### src/hdl/ltdc_pkg.sv
// Shared constants and carrier types for the latching time digitizer core
package ltdc_pkg;

    // Shift chain geometry
    localparam int SR_BITS    = 8;
    localparam int MEAN_BITS  = 12;
    localparam int HIGH_BITS  = MEAN_BITS - SR_BITS;
    localparam int NUM_BINS   = 24;
    localparam int CNT_W      = 5;

    // Edges seen by each chain in one beam pulse
    localparam logic [CNT_W-1:0] EDGES_PER_PULSE = 5'h0c;

    // Positions of the pin inputs in the synchroniser vector
    localparam int PIN_HIT    = 0;
    localparam int PIN_TRAIN  = 1;
    localparam int PIN_STROBE = 2;
    localparam int PIN_SCLR   = 3;
    localparam int PIN_HCLR   = 4;
    localparam int NUM_PINS   = 5;

    // Reset values
    localparam logic [MEAN_BITS-1:0] HOLD_RESET = 12'h000;
    localparam logic [SR_BITS-1:0]   SR_RESET   = 8'h00;

    // Phase of the beam pulse as seen by the core
    typedef enum logic [1:0] {
        PH_WAIT  = 2'b00,
        PH_TRAIN = 2'b01,
        PH_BLIND = 2'b10
    } ltdc_phase_t;

    // Captured pattern of both chains
    typedef struct packed {
        logic [MEAN_BITS-1:0] odd;
        logic [MEAN_BITS-1:0] even;
    } ltdc_pattern_t;

endpackage

### src/hdl/ltdc_core.sv
// Time digitization core: input latch, two shift chains, holding registers
// What this block does
// Latch feeds two chains of two 8-bit registers
// Each chain keeps twelve meaningful bits per pulse
// Odd chain on true edges, even on complement
// Twelve holding registers per chain, one per bit
// Strobe rising edge captures all holding registers together
// Shift clear empties every shift register
// Hold clear empties all holding registers together
// Twenty-four bins, first starts at strobe
// Strobe resets latch and arms extended busy
// Strobe keeps fixed relation to clock train
// Blind-interval hits still set extended busy
// Bins are train half-periods, first one wider
// True and complement phases from one train
// Gating board supplies and gates the train
// Shift clear follows strobe, never precedes capture
// Clears override shifting and capture, output zero
`timescale 1ns/100ps
`default_nettype none

module ltdc_core (
    input  wire logic                              sys_clk,
    input  wire logic                              srst,
    input  wire logic                              hit_in,
    input  wire logic                              clock_train,
    input  wire logic                              pulse_end_strobe,
    input  wire logic                              shift_chain_clear,
    input  wire logic                              hold_register_clear,
    output logic     [ltdc_pkg::NUM_BINS-1:0]      time_bins,
    output logic                                   extended_busy,
    output logic                                   input_latch,
    output logic                                   blind_hit,
    output logic                                   train_error
);

    // Rising edge of a synchronised level against its delayed copy
    function automatic logic rise_of(input logic cur, input logic prev);
        rise_of = cur & ~prev;
    endfunction

    logic [ltdc_pkg::NUM_PINS-1:0] meta_q;
    logic [ltdc_pkg::NUM_PINS-1:0] sync_q;
    logic [ltdc_pkg::NUM_PINS-1:0] prev_q;

    // Two flip-flops per pin plus a delayed copy; the second stage and the copy are examined, the first never
    genvar gi;
    generate
        for (gi = 0; gi < ltdc_pkg::NUM_PINS; gi++) begin : g_sync
            always_ff @(posedge sys_clk) begin
                if (srst) begin
                    meta_q[gi] <= 1'b0;
                    sync_q[gi] <= 1'b0;
                    prev_q[gi] <= 1'b0;
                end else begin
                    meta_q[gi] <= gi == ltdc_pkg::PIN_HIT ? hit_in :
                                  gi == ltdc_pkg::PIN_TRAIN ? clock_train :
                                  gi == ltdc_pkg::PIN_STROBE ? pulse_end_strobe :
                                  gi == ltdc_pkg::PIN_SCLR ? shift_chain_clear : hold_register_clear;
                    sync_q[gi] <= meta_q[gi];
                    prev_q[gi] <= sync_q[gi];
                end
            end
        end
    endgenerate

    logic hit_lvl;
    logic true_edge;
    logic comp_edge;
    logic strobe_rise;
    logic sclr_lvl;
    logic hclr_lvl;

    // Both phases come from one train, so they stay exactly opposite
    assign hit_lvl     = sync_q[ltdc_pkg::PIN_HIT];
    assign true_edge   = rise_of(sync_q[ltdc_pkg::PIN_TRAIN], prev_q[ltdc_pkg::PIN_TRAIN]);
    assign comp_edge   = rise_of(prev_q[ltdc_pkg::PIN_TRAIN], sync_q[ltdc_pkg::PIN_TRAIN]);
    assign strobe_rise = rise_of(sync_q[ltdc_pkg::PIN_STROBE], prev_q[ltdc_pkg::PIN_STROBE]);
    assign sclr_lvl    = sync_q[ltdc_pkg::PIN_SCLR];
    assign hclr_lvl    = sync_q[ltdc_pkg::PIN_HCLR];

    logic latch_q;
    logic busy_q;
    logic busy_seen_q;

    // Input latch: set by a hit, held reset under busy, dropped at the strobe
    always_ff @(posedge sys_clk) begin
        if (srst) begin
            latch_q <= 1'b0;
        end else if (strobe_rise || busy_q) begin
            latch_q <= 1'b0;
        end else if (hit_lvl) begin
            latch_q <= 1'b1;
        end
    end

    // Busy monitor covers the whole pulse, blind interval included
    always_ff @(posedge sys_clk) begin
        if (srst) begin
            busy_seen_q <= 1'b0;
        end else if (strobe_rise) begin
            busy_seen_q <= hit_lvl; // A hit on the strobe cycle counts for the next pulse
        end else if (hit_lvl || latch_q) begin
            busy_seen_q <= 1'b1;
        end
    end

    // Extended busy is re-armed once per pulse, on the strobe
    always_ff @(posedge sys_clk) begin
        if (srst) begin
            busy_q <= 1'b0;
        end else if (strobe_rise) begin
            busy_q <= busy_seen_q | hit_lvl | latch_q;
        end
    end

    ltdc_pkg::ltdc_phase_t phase_q;
    logic [ltdc_pkg::CNT_W-1:0] odd_cnt_q;
    logic [ltdc_pkg::CNT_W-1:0] even_cnt_q;

    // Edge counters give the pulse phase and let the strobe be checked against the train
    always_ff @(posedge sys_clk) begin
        if (srst || strobe_rise) begin
            odd_cnt_q  <= '0;
            even_cnt_q <= '0;
        end else begin
            if (true_edge && odd_cnt_q != '1) begin
                odd_cnt_q <= odd_cnt_q + 5'h01;
            end
            if (comp_edge && even_cnt_q != '1) begin
                even_cnt_q <= even_cnt_q + 5'h01;
            end
        end
    end

    // First bin runs from the strobe to the first true edge
    always_ff @(posedge sys_clk) begin
        if (srst) begin
            phase_q <= ltdc_pkg::PH_WAIT;
        end else begin
            case (phase_q)
                ltdc_pkg::PH_WAIT: begin
                    if (true_edge) begin
                        phase_q <= ltdc_pkg::PH_TRAIN;
                    end
                end
                ltdc_pkg::PH_TRAIN: begin
                    if (strobe_rise) begin
                        phase_q <= ltdc_pkg::PH_WAIT;
                    end else if (comp_edge && even_cnt_q == ltdc_pkg::EDGES_PER_PULSE - 5'h01) begin
                        phase_q <= ltdc_pkg::PH_BLIND;
                    end
                end
                ltdc_pkg::PH_BLIND: begin
                    if (strobe_rise) begin
                        phase_q <= ltdc_pkg::PH_WAIT;
                    end
                end
                default: begin
                    phase_q <= ltdc_pkg::PH_WAIT;
                end
            endcase
        end
    end

    // Blind-spot hit marker: set wins over the strobe that clears it
    always_ff @(posedge sys_clk) begin
        if (srst) begin
            blind_hit <= 1'b0;
        end else if (phase_q == ltdc_pkg::PH_BLIND && hit_lvl) begin
            blind_hit <= 1'b1;
        end else if (strobe_rise) begin
            blind_hit <= 1'b0;
        end
    end

    // A strobe that does not follow exactly twelve pulses of each phase is flagged
    always_ff @(posedge sys_clk) begin
        if (srst) begin
            train_error <= 1'b0;
        end else if (strobe_rise) begin
            train_error <= (odd_cnt_q != ltdc_pkg::EDGES_PER_PULSE) ||
                           (even_cnt_q != ltdc_pkg::EDGES_PER_PULSE);
        end
    end

    logic [ltdc_pkg::MEAN_BITS-1:0] odd_bits;
    logic [ltdc_pkg::MEAN_BITS-1:0] even_bits;
    ltdc_pkg::ltdc_pattern_t        held;

    // Odd chain follows the true phase
    ltdc_shift_chain u_odd_chain (
        .sys_clk  (sys_clk),
        .srst     (srst),
        .shift_en (true_edge),
        .clear    (sclr_lvl),
        .din      (latch_q),
        .bits     (odd_bits)
    );

    // Even chain follows the complement phase
    ltdc_shift_chain u_even_chain (
        .sys_clk  (sys_clk),
        .srst     (srst),
        .shift_en (comp_edge),
        .clear    (sclr_lvl),
        .din      (latch_q),
        .bits     (even_bits)
    );

    // Capture reads chain values from before any clear of the same edge
    ltdc_hold_bank u_odd_hold (
        .sys_clk (sys_clk),
        .srst    (srst),
        .capture (strobe_rise),
        .clear   (hclr_lvl),
        .din     (odd_bits),
        .hold_q  (held.odd)
    );

    ltdc_hold_bank u_even_hold (
        .sys_clk (sys_clk),
        .srst    (srst),
        .capture (strobe_rise),
        .clear   (hclr_lvl),
        .din     (even_bits),
        .hold_q  (held.even)
    );

    // Bin n+1 interleaves odd and even bits, oldest sample first
    generate
        for (gi = 0; gi < ltdc_pkg::MEAN_BITS; gi++) begin : g_bins
            assign time_bins[2*gi]   = held.odd[ltdc_pkg::MEAN_BITS-1-gi];
            assign time_bins[2*gi+1] = held.even[ltdc_pkg::MEAN_BITS-1-gi];
        end
    endgenerate

    assign extended_busy = busy_q;
    assign input_latch   = latch_q;

    a_strobe_drops_latch : assert property (@(posedge sys_clk) disable iff (srst)
        strobe_rise |=> !latch_q)
        else $error("Input latch survived the strobe");

    a_busy_holds_latch : assert property (@(posedge sys_clk) disable iff (srst)
        (busy_q && !strobe_rise) ##1 busy_q |-> !latch_q)
        else $error("Input latch set under extended busy");

    a_busy_arm : assert property (@(posedge sys_clk) disable iff (srst)
        (strobe_rise && busy_seen_q) |=> busy_q)
        else $error("Extended busy not armed by earlier hit");

    a_blind_hit_busy : assert property (@(posedge sys_clk) disable iff (srst)
        (phase_q == ltdc_pkg::PH_BLIND && hit_lvl && !strobe_rise) |=> busy_seen_q)
        else $error("Blind interval hit lost by busy monitor");

    a_odd_shift_only : assert property (@(posedge sys_clk) disable iff (srst)
        (!true_edge && !sclr_lvl) |=> $stable(odd_bits))
        else $error("Odd chain moved without a true edge");

    a_even_shift_only : assert property (@(posedge sys_clk) disable iff (srst)
        (!comp_edge && !sclr_lvl) |=> $stable(even_bits))
        else $error("Even chain moved without a complement edge");

    a_hold_clear_all : assert property (@(posedge sys_clk) disable iff (srst)
        hclr_lvl |=> (time_bins == '0))
        else $error("Time bins not cleared by hold clear");

    a_capture_pattern : assert property (@(posedge sys_clk) disable iff (srst)
        (strobe_rise && !hclr_lvl) |=> (held.odd == $past(odd_bits) && held.even == $past(even_bits)))
        else $error("Strobe did not capture both chains");

    // Each complement edge must trail exactly one true edge; saturated counts are left out
    a_phases_apart : assert property (@(posedge sys_clk) disable iff (srst)
        (comp_edge && !strobe_rise && odd_cnt_q != '1) |-> (odd_cnt_q == even_cnt_q + 5'h01))
        else $error("True and complement edges out of step");

    a_first_edge_train : assert property (@(posedge sys_clk) disable iff (srst)
        (phase_q == ltdc_pkg::PH_WAIT && true_edge && !strobe_rise) |=> phase_q == ltdc_pkg::PH_TRAIN)
        else $error("First true edge did not start the train");

    a_latch_takes_hit : assert property (@(posedge sys_clk) disable iff (srst)
        (hit_lvl && !busy_q && !strobe_rise) |=> latch_q)
        else $error("Input latch missed a hit");

    a_busy_quiet_drop : assert property (@(posedge sys_clk) disable iff (srst)
        (strobe_rise && !busy_seen_q && !hit_lvl && !latch_q) |=> !busy_q)
        else $error("Extended busy armed without a hit");

    a_blind_hit_mark : assert property (@(posedge sys_clk) disable iff (srst)
        (phase_q == ltdc_pkg::PH_BLIND && hit_lvl) |=> blind_hit)
        else $error("Blind interval hit not marked");

    a_train_count_ok : assert property (@(posedge sys_clk) disable iff (srst)
        (strobe_rise && odd_cnt_q == ltdc_pkg::EDGES_PER_PULSE &&
         even_cnt_q == ltdc_pkg::EDGES_PER_PULSE) |=> !train_error)
        else $error("Clock train error flagged on a full train");

    a_train_count_bad : assert property (@(posedge sys_clk) disable iff (srst)
        (strobe_rise && (odd_cnt_q != ltdc_pkg::EDGES_PER_PULSE ||
                         even_cnt_q != ltdc_pkg::EDGES_PER_PULSE)) |=> train_error)
        else $error("Clock train error missed on a wrong count");

endmodule

`default_nettype wire

### src/hdl/ltdc_shift_chain.sv
// One shift chain: two 8-bit shift registers in series
`timescale 1ns/100ps
`default_nettype none

module ltdc_shift_chain (
    input  wire logic                              sys_clk,
    input  wire logic                              srst,
    input  wire logic                              shift_en,
    input  wire logic                              clear,
    input  wire logic                              din,
    output logic     [ltdc_pkg::MEAN_BITS-1:0]     bits
);

    logic [ltdc_pkg::SR_BITS-1:0] first_q;
    logic [ltdc_pkg::SR_BITS-1:0] second_q;

    // Clear dominates shifting while it is held
    always_ff @(posedge sys_clk) begin
        if (srst || clear) begin
            first_q  <= ltdc_pkg::SR_RESET;
            second_q <= ltdc_pkg::SR_RESET;
        end else if (shift_en) begin
            first_q  <= {first_q[ltdc_pkg::SR_BITS-2:0], din};
            second_q <= {second_q[ltdc_pkg::SR_BITS-2:0], first_q[ltdc_pkg::SR_BITS-1]};
        end
    end

    // Only four bits of the second register carry data after twelve shifts
    assign bits = {second_q[ltdc_pkg::HIGH_BITS-1:0], first_q};

    a_chain_clear_zero : assert property (@(posedge sys_clk) disable iff (srst)
        clear |=> (first_q == ltdc_pkg::SR_RESET && second_q == ltdc_pkg::SR_RESET))
        else $error("Shift chain not empty after clear");

endmodule

`default_nettype wire

### src/hdl/ltdc_hold_bank.sv
// Twelve holding registers for one chain
`timescale 1ns/100ps
`default_nettype none

module ltdc_hold_bank (
    input  wire logic                              sys_clk,
    input  wire logic                              srst,
    input  wire logic                              capture,
    input  wire logic                              clear,
    input  wire logic [ltdc_pkg::MEAN_BITS-1:0]    din,
    output logic     [ltdc_pkg::MEAN_BITS-1:0]     hold_q
);

    // Clear wins over capture, so a late capture cannot revive stale bits
    always_ff @(posedge sys_clk) begin
        if (srst || clear) begin
            hold_q <= ltdc_pkg::HOLD_RESET;
        end else if (capture) begin
            hold_q <= din;
        end
    end

    a_hold_takes_bits : assert property (@(posedge sys_clk) disable iff (srst)
        (capture && !clear) |=> (hold_q == $past(din)))
        else $error("Holding registers missed the chain pattern");

endmodule

`default_nettype wire

### config.mk
export PLATFORM = sky130hd
export DESIGN_NAME = ltdc_core
export DESIGN_NICKNAME = d
export VERILOG_FILES = /design/src/hdl/ltdc_pkg.sv /design/src/hdl/ltdc_core.sv /design/src/hdl/ltdc_shift_chain.sv /design/src/hdl/ltdc_hold_bank.sv
export SDC_FILE = /design/constraint.sdc
export NUM_CORES = 1
export LEC_CHECK = 0
export BUFFER_PORTS_ARGS = -buffer_cell sky130_fd_sc_hd__buf_2
export CORE_MARGIN = 8
export CORE_UTILIZATION = 61
export DETAILED_ROUTE_END_ITERATION = 7
export PLACE_DENSITY = 0.83
export SLEW_MARGIN = 5
export SYNTH_ARGS = -nofsm -noshare
export SYNTH_HDL_FRONTEND = slang
export SYNTH_SLANG_ARGS = --single-unit
### constraint.sdc
create_clock -name sys_clk -period 4.3 [get_ports sys_clk]
set_clock_uncertainty 0.2 [all_clocks]
set_input_delay 0.43 -clock sys_clk [delete_from_list [all_inputs] [get_ports sys_clk]]
set_output_delay 0.43 -clock sys_clk [all_outputs]
set_load 0.03 [all_outputs]
==> results of run 1 <==
==> layer usage <==
| layer | track usage (%) | share of wire, % | up-vias | wire length, um |
|---|---|---|---|---|
| met5 | 0 | 0 | - | 0 |
| met4 | 9.42 | 2.2 | 0 | 118 |
| met2 | 26.5 | 48 | 45 | 2590 |
| met1 | 18.6 | 45 | 1025 | 2470 |
| li1 | - | - | 1137 | - |
| met3 | 4.69 | 4.9 | 13 | 267 |
==> Yosys cell counts <==
cell type    n
nand2_1    104
dfxtp_1     77
a21oi_1     57
nor2b_1     13
buf_2       10
nor2_1       8
ha_1         6
inv_1        6
o21ai_0      6
clkbuf_1     5
buf_6        4
xnor2_1      4
nand3_1      3
and2b_1      2
and3_1       2
nand2b_1     2
nand2b_4     2
nand4_1      2
nor3_1       2
nor3b_1      2
o22ai_1      2
o31ai_1      2
or2_2        2
or4_1        2
a2bb2oi_1    1
and4_1       1
and4bb_2     1
nor4bb_1     1
o41ai_1      1
==> final timing paths <==
check                       startpoint                        to  cells after the start
hold / removal        pulse_end_strobe      meta_q[2]$_SDFF_PP0_                      2
setup / recovery  prev_q[2]$_SDFF_PP0_  input_latch$_SDFFE_PP0P_                      3
setup reg to reg  prev_q[2]$_SDFF_PP0_  input_latch$_SDFFE_PP0P_                      3
hold reg to reg   meta_q[2]$_SDFF_PP0_      sync_q[2]$_SDFF_PP0_                      1
==> power groups by stage <==
stage | Clock (mW) | Sequential [mW] | Combinational, mW
4_1_cts | 0.547 | 0.727 | 0.0480
2_1_floorplan | 0 | 0.745 | 0.0398
5_1_grt | 0.579 | 0.728 | 0.0532
3_3_place_gp | 0 | 0.743 | 0.0464
3_5_place_dp | 0 | 0.744 | 0.0479
6_report | 0.540 | 0.728 | 0.0472
==> layout by cell type, fill, tap and decap left out <==
cell type,n
nand2_1,104
nor2_1,8
dfxtp_1,77
nor2b_1,13
or2_2,2
ha_1,6
o31ai_1,2
clkbuf_8,11
nor3_1,2
buf_2,34
o22ai_1,2
o41ai_1,1
and4bb_2,1
nor4bb_1,1
a21oi_1,57
nor3b_1,2
buf_4,1
a2bb2oi_1,1
clkinv_2,2
nand4_1,2
nand3_1,3
clkinvlp_4,1
or4_1,2
nand2b_1,2
bufinv_16,1
xnor2_1,4
and3_1,2
nand2b_4,2
inv_1,6
o21ai_0,6
and4_1,1
and2b_1,2
==> stage by stage <==
step                      utilization [%]  area [um^2]  total power, mW  hold WS (ns)  setup WS [ns]
after floorplan                         -         2830            0.785         0.214           2.48
after global placement               67.0         2960            0.790         0.215           2.15
after detailed placement             67.0         2960            0.792         0.224           2.08
after CTS                            71.5         3160             1.32        0.0918           2.04
after global routing                 71.5         3160             1.36         0.102           1.84
final                                71.5         3160             1.31         0.101           2.09
==> state kept, by name (all words and copies together) (netlist names), 2 cells and up <==
| name | cells |
|---|---|
| sync_q | 2 |
| u_odd_hold.hold_q | 12 |
| u_even_chain.first_q | 8 |
| even_cnt_q | 5 |
| u_odd_chain.first_q | 8 |
| u_even_hold.hold_q | 12 |
| u_odd_chain.second_q | 4 |
| u_even_chain.second_q | 4 |
| odd_cnt_q | 5 |
| prev_q | 2 |
| phase_q | 2 |
| meta_q | 5 |
==> logic make-up (layout without fill, tap and decap cells) <==
family,Yosys count,count (layout)
buffers and inverters,25,56
AOI/OAI and AO/OA,69,69
DFF,77,77
xor gates and xnor gates,4,4
adders and majority gates,6,6
and+or+nand+nor,149,149
==> worst reg2reg max path, cell delays in order (launching register included) <==
cell	delay (ns)
dfxtp_1	0.33
nand2b_1	0.80
nand2_1	0.51
nor3_1	0.29
==> cell type report <==
class	count	share of cell area, %
multi-input combinational	228	36.5
sequential	77	48.8
timing repair buffer	35	5.63
clock inverter	4	1.51
inverter	6	0.713
clock buffer	11	4.80
tap	52	2.06
==> impl_metrics.yaml, run 1 <==
sta:
  fmax_ghz: 0.453
  tightest_slew_ns: 1.04
  min_period_over_period_pct: 51.4
  setup_tns_ns: 0
  slew_headroom_pct: 30.4
  maxSlewViolCount: 0
  finalHoldViolCount: 0
  grt_setup_unrepaired: "no"
  setup_viol: 0
  fin_crit_ns: 2.21
clocking:
  cts.clk_slew.worst_paths_ns: 0.07
  cts_tree: "built"
  clkSinkCount: 77
  h-tree-depth: 3
  post_cts_buffers: 0
  cts_root_buf: "clkbuf_8"
  clock_insertion_delay_worst_skew_ns: 0.34
  cts_resized: 0
  cts_buffers: 9
  clock_path_buffers: 2
  hold_buffers: 0
final_layout:
  diodes: 0
  syn2layout_area_growth_pct: 11.6
  final_nets: 370
  seq_area_mm2: 0.00154
  num-fill-cells: 362
  multi_input_area_mm2: 0.00115
  layout-drive-gt1-share_pct: 15.2
  finalNonFillerCells: 413
pwr:
  power_frac_clock_pct: 41.1
  swShare_pct: 21.7
  vdd_drop_max_v: 0.000249
  p_int_mw: 1.03
  power_density_mw_per_mm2: 416
  combPwrFrac_pct: 3.6
  power_leakage_nw: 1.19
  p_seq_share_pct: 55.3
  p_switching_uw: 285
floorplan:
  start_util_pct: 64.1
  die_width_um: 84.1
  die-area_mm2: 0.00707
  coreArea_mm2: 0.00441
  row_count: 24
  die_h_um: 84.1
  ios: 35
setup_path:
  worstPathArrival_ns: 2.27
  cp_num_buf_inv: 0
  cp-end-kind: "flop"
  max_stage_delay_ns: 0.80
  crit_path_max_fanout: 29
  crit_chain: "nand2b_1, nand2_1, nor3_1"
  path_class: "reg -> reg"
  cp_slowest_cell: "nand2b_1"
  worstPathRequired_ns: 4.36
  crit_path_start_kind: "flop"
  crit_family: "simple AND/OR/NAND/NOR gates"
  r2r_slack_ns: 2.09
route:
  vias_per_cell: 5.38
  first_pass_iters: 4
  ant_nets: 0
  vias: 2220
  wl_um: 5450
  dr.first_iter.drc_count: 171
  drc_errors: 0
  avgRoutedWirePerCell_um: 13.2
synthesis:
  synthCells: 330
  synthXorXnorAreaFrac_pct: 1.24
  yosys.area.top_type: "dfxtp_1"
  synth_top_family_by_area: "simple AND/OR/NAND/NOR gates"
  synthSimpleGateAreaFrac_pct: 24.1
  synth-compound-area-share_pct: 12.7
  syn_nets: 343
  ys_ff_latch: 77
  synth_top_area_share_pct: 54.5
  synthMuxAreaShare_pct: 0
  synth.area.top_cells: "dfxtp_1 54%, nand2_1 14%, a21oi_1 10%"
  yosysSeqAreaShare_pct: 54.5
  syn_area_mm2: 0.00283
  synth_fa_ha_area_share_pct: 2.65
  synth_warnings: 0
  syn_avg_cell_area_um2: 8.57
  synth.distinct_cells: 29
place:
  dpl.cell_count: 398
  portBuffers: 34
  gpl.final_weighted_congestion: 0.778
  dpl.hpwl_um: 3610
global_routing:
  grt_pass1_wl_um: 9630
  grt.total_usage_pct: 16.3
  antenna_found_initial: 0
  overflow: 0
  grt_pass1_vias: 2183
  grt_max_degree: 30
flow_run:
  drv_cap: 0
hold_path:
  min_path_type: "in -> reg"
run_status:
  status: "completed"
Note: power is estimated with default switching activity, not from simulation.
==> run 2, diff against run 1 <==
--- a/config.mk
+++ b/config.mk
@@ -7,9 +7,9 @@
 export LEC_CHECK = 0
 export BUFFER_PORTS_ARGS = -buffer_cell sky130_fd_sc_hd__buf_2
 export CORE_MARGIN = 8
-export CORE_UTILIZATION = 61
+export CORE_UTILIZATION = 51
 export DETAILED_ROUTE_END_ITERATION = 7
-export PLACE_DENSITY = 0.83
+export PLACE_DENSITY = 0.74
 export SLEW_MARGIN = 5
 export SYNTH_ARGS = -nofsm -noshare
 export SYNTH_HDL_FRONTEND = slang
==> constraint.sdc (replaced) <==
create_clock -name sys_clk -period 1.9 [get_ports sys_clk]
set_clock_uncertainty 0.2 [all_clocks]
set_input_delay 0.19 -clock sys_clk [delete_from_list [all_inputs] [get_ports sys_clk]]
set_output_delay 0.19 -clock sys_clk [all_outputs]
set_load 0.03 [all_outputs]
==> impl_metrics.yaml, run 2 (synthesis results as in run 1) <==
clocking:
  cts_root_buf: "clkbuf_8"
  h-tree-depth: 3
  clock_path_buffers: 2
  clkSinkCount: 77
  cts_buffers: 9
  cts_tree: "built"
  cts.clk_slew.worst_paths_ns: 0.08
  post_cts_buffers: 0
  clock_insertion_delay_worst_skew_ns: 0.34
setup_path:
  worstPathRequired_ns: 1.96
  crit_path_start_kind: "flop"
  rr_worst_depth: 5
  worstPathArrival_ns: 1.89
  cp-end-kind: "flop"
  path_class: "reg -> reg"
  crit_path_max_fanout: 6
sta:
  fmax_ghz: 0.546
  grt_setup_unrepaired: "no"
  maxSlewViolCount: 0
  min_period_over_period_pct: 96.3
  finalHoldViolCount: 0
  setup_ws_ns: 0.0702
  fin_crit_ns: 1.83
  tightest_slew_ns: 0.456
  slew_headroom_pct: 69.5
  setup_viol: 0
global_routing:
  gr-usage-met1_pct: 16.0
  grt_util_met2_pct: 23.2
  grt_pass1_vias: 2198
  overflow: 0
  use_met3_pct: 3.99
  grt_max_degree: 25
  grt_pass1_wl_um: 9620
  grt.total_usage_pct: 14.1
  grt-busiest-layer: "met2"
  antenna_found_initial: 0
pwr:
  power_leakage_nw: 1.26
  power_density_mw_per_mm2: 941
  vdd_drop_max_v: 0.000540
  finalPower_mw: 3.13
floorplan:
  ios: 35
  die-area_mm2: 0.00819
  die_width_um: 90.5
  coreArea_mm2: 0.00544
  start_util_pct: 52.0
  row_count: 27
  die_h_um: 90.5
route:
  dr.first_iter.drc_count: 140
  wl_um: 5460
  ant_nets: 0
  vias: 2209
  vias_per_cell: 4.96
  first_pass_iters: 4
  drc_errors: 0
  avgRoutedWirePerCell_um: 12.3
final_layout:
  final_common_cell: "nand2_1"
  num-fill-cells: 510
  final_nets: 381
  utilization_pct: 61.2
  diodes: 0
  final_cell_mix: "104 x nand2_1, 77 x dfxtp_1, 56 x a21oi_1"
  reg_top3: "u_even_hold.hold_q x12, u_odd_hold.hold_q x12"
  finalNonFillerCells: 445
  syn2layout_area_growth_pct: 17.7
  layout-drive-gt1-share_pct: 18.5
place:
  portBuffers: 34
  dpl.cell_count: 424
  gpl.final_weighted_congestion: 0.815
  place_ws_ns: -0.0201
  dpl.hpwl_um: 3700
hold_path:
  min_path_type: "in -> reg"
  hold_path_depth: 2
run_status:
  status: "completed"
flow_run:
  drv_cap: 0
-- run 2: changes by cell type in the layout (fill, tap and decap cells not counted), moves of 2 or more --
| cell | previous run | this run |
|---|---|---|
| dlygate4sd3_1 | 0 | 5 |
| nor3b_1 | 2 | 0 |
| ha_2 | 0 | 4 |
| nor3b_2 | 0 | 2 |
| buf_4 | 1 | 7 |
| ha_1 | 6 | 2 |
-- run 2: report_power, final --
part / internal (mW) / switching (mW)
clock: 0.781 / 0.586
sequential: 1.63 / 0.0128
combinational: 0.0439 / 0.0798
-- run 2: per-stage QoR --
stage	setup TNS (ns)	area [um^2]	hold WS, ns
after floorplan	0	2830	0.118
after global placement	0	3030	0.197
after detailed placement	-0.0234	3030	0.204
after CTS	0	3310	0.0107
after global routing	0	3330	0.0350
final	0	3330	0.0157
-- run 2: critical path: stages (launching register included) --
cell and delay (ns):
dfxtp_1 0.34, ha_2 0.18, and3_1 0.19, ha_2 0.21, or4_1 0.50, a21oi_1 0.14
-- run 2: repair_timing --
action / in CTS / in global routing
pin swaps: 0 / 2
endpoints found under the setup margin: 4 / 7
resized for setup: 2 / 6
hold buffers: 5 / 0
hold endpoints to repair: 5 / 0
-- run 2: final timing paths --
path	start	slack [ns]	endpoint
hold reg to reg	meta_q[2]$_SDFF_PP0_	0.24	sync_q[2]$_SDFF_PP0_
setup reg to reg	odd_cnt_q[1]$_SDFFE_PP0P_	0.07	odd_cnt_q[3]$_SDFFE_PP0P_
hold / removal	srst	0.02	sync_q[2]$_SDFF_PP0_
setup / recovery	odd_cnt_q[1]$_SDFFE_PP0P_	0.07	odd_cnt_q[3]$_SDFFE_PP0P_
-- run 2: final cells by class --
type                       instances  area, um^2  area share [%]
clock buffer                      11         141            4.25
inverter                           6        22.5           0.676
timing repair buffer              46         273            8.19
clock inverter                     5        82.6            2.48
sequential                        77        1540            46.3
tap                               72        90.1            2.71
multi-input combinational        228        1180            35.4
-- run 2: metal layers --
layer  share of wire (%)  wire length [um]  up-vias
li1                    -                 -     1154
met2                  47              2550       37
met4                 2.1               113        0
met1                  47              2580     1007
met3                 4.0               220       11
met5                   0                 0        -
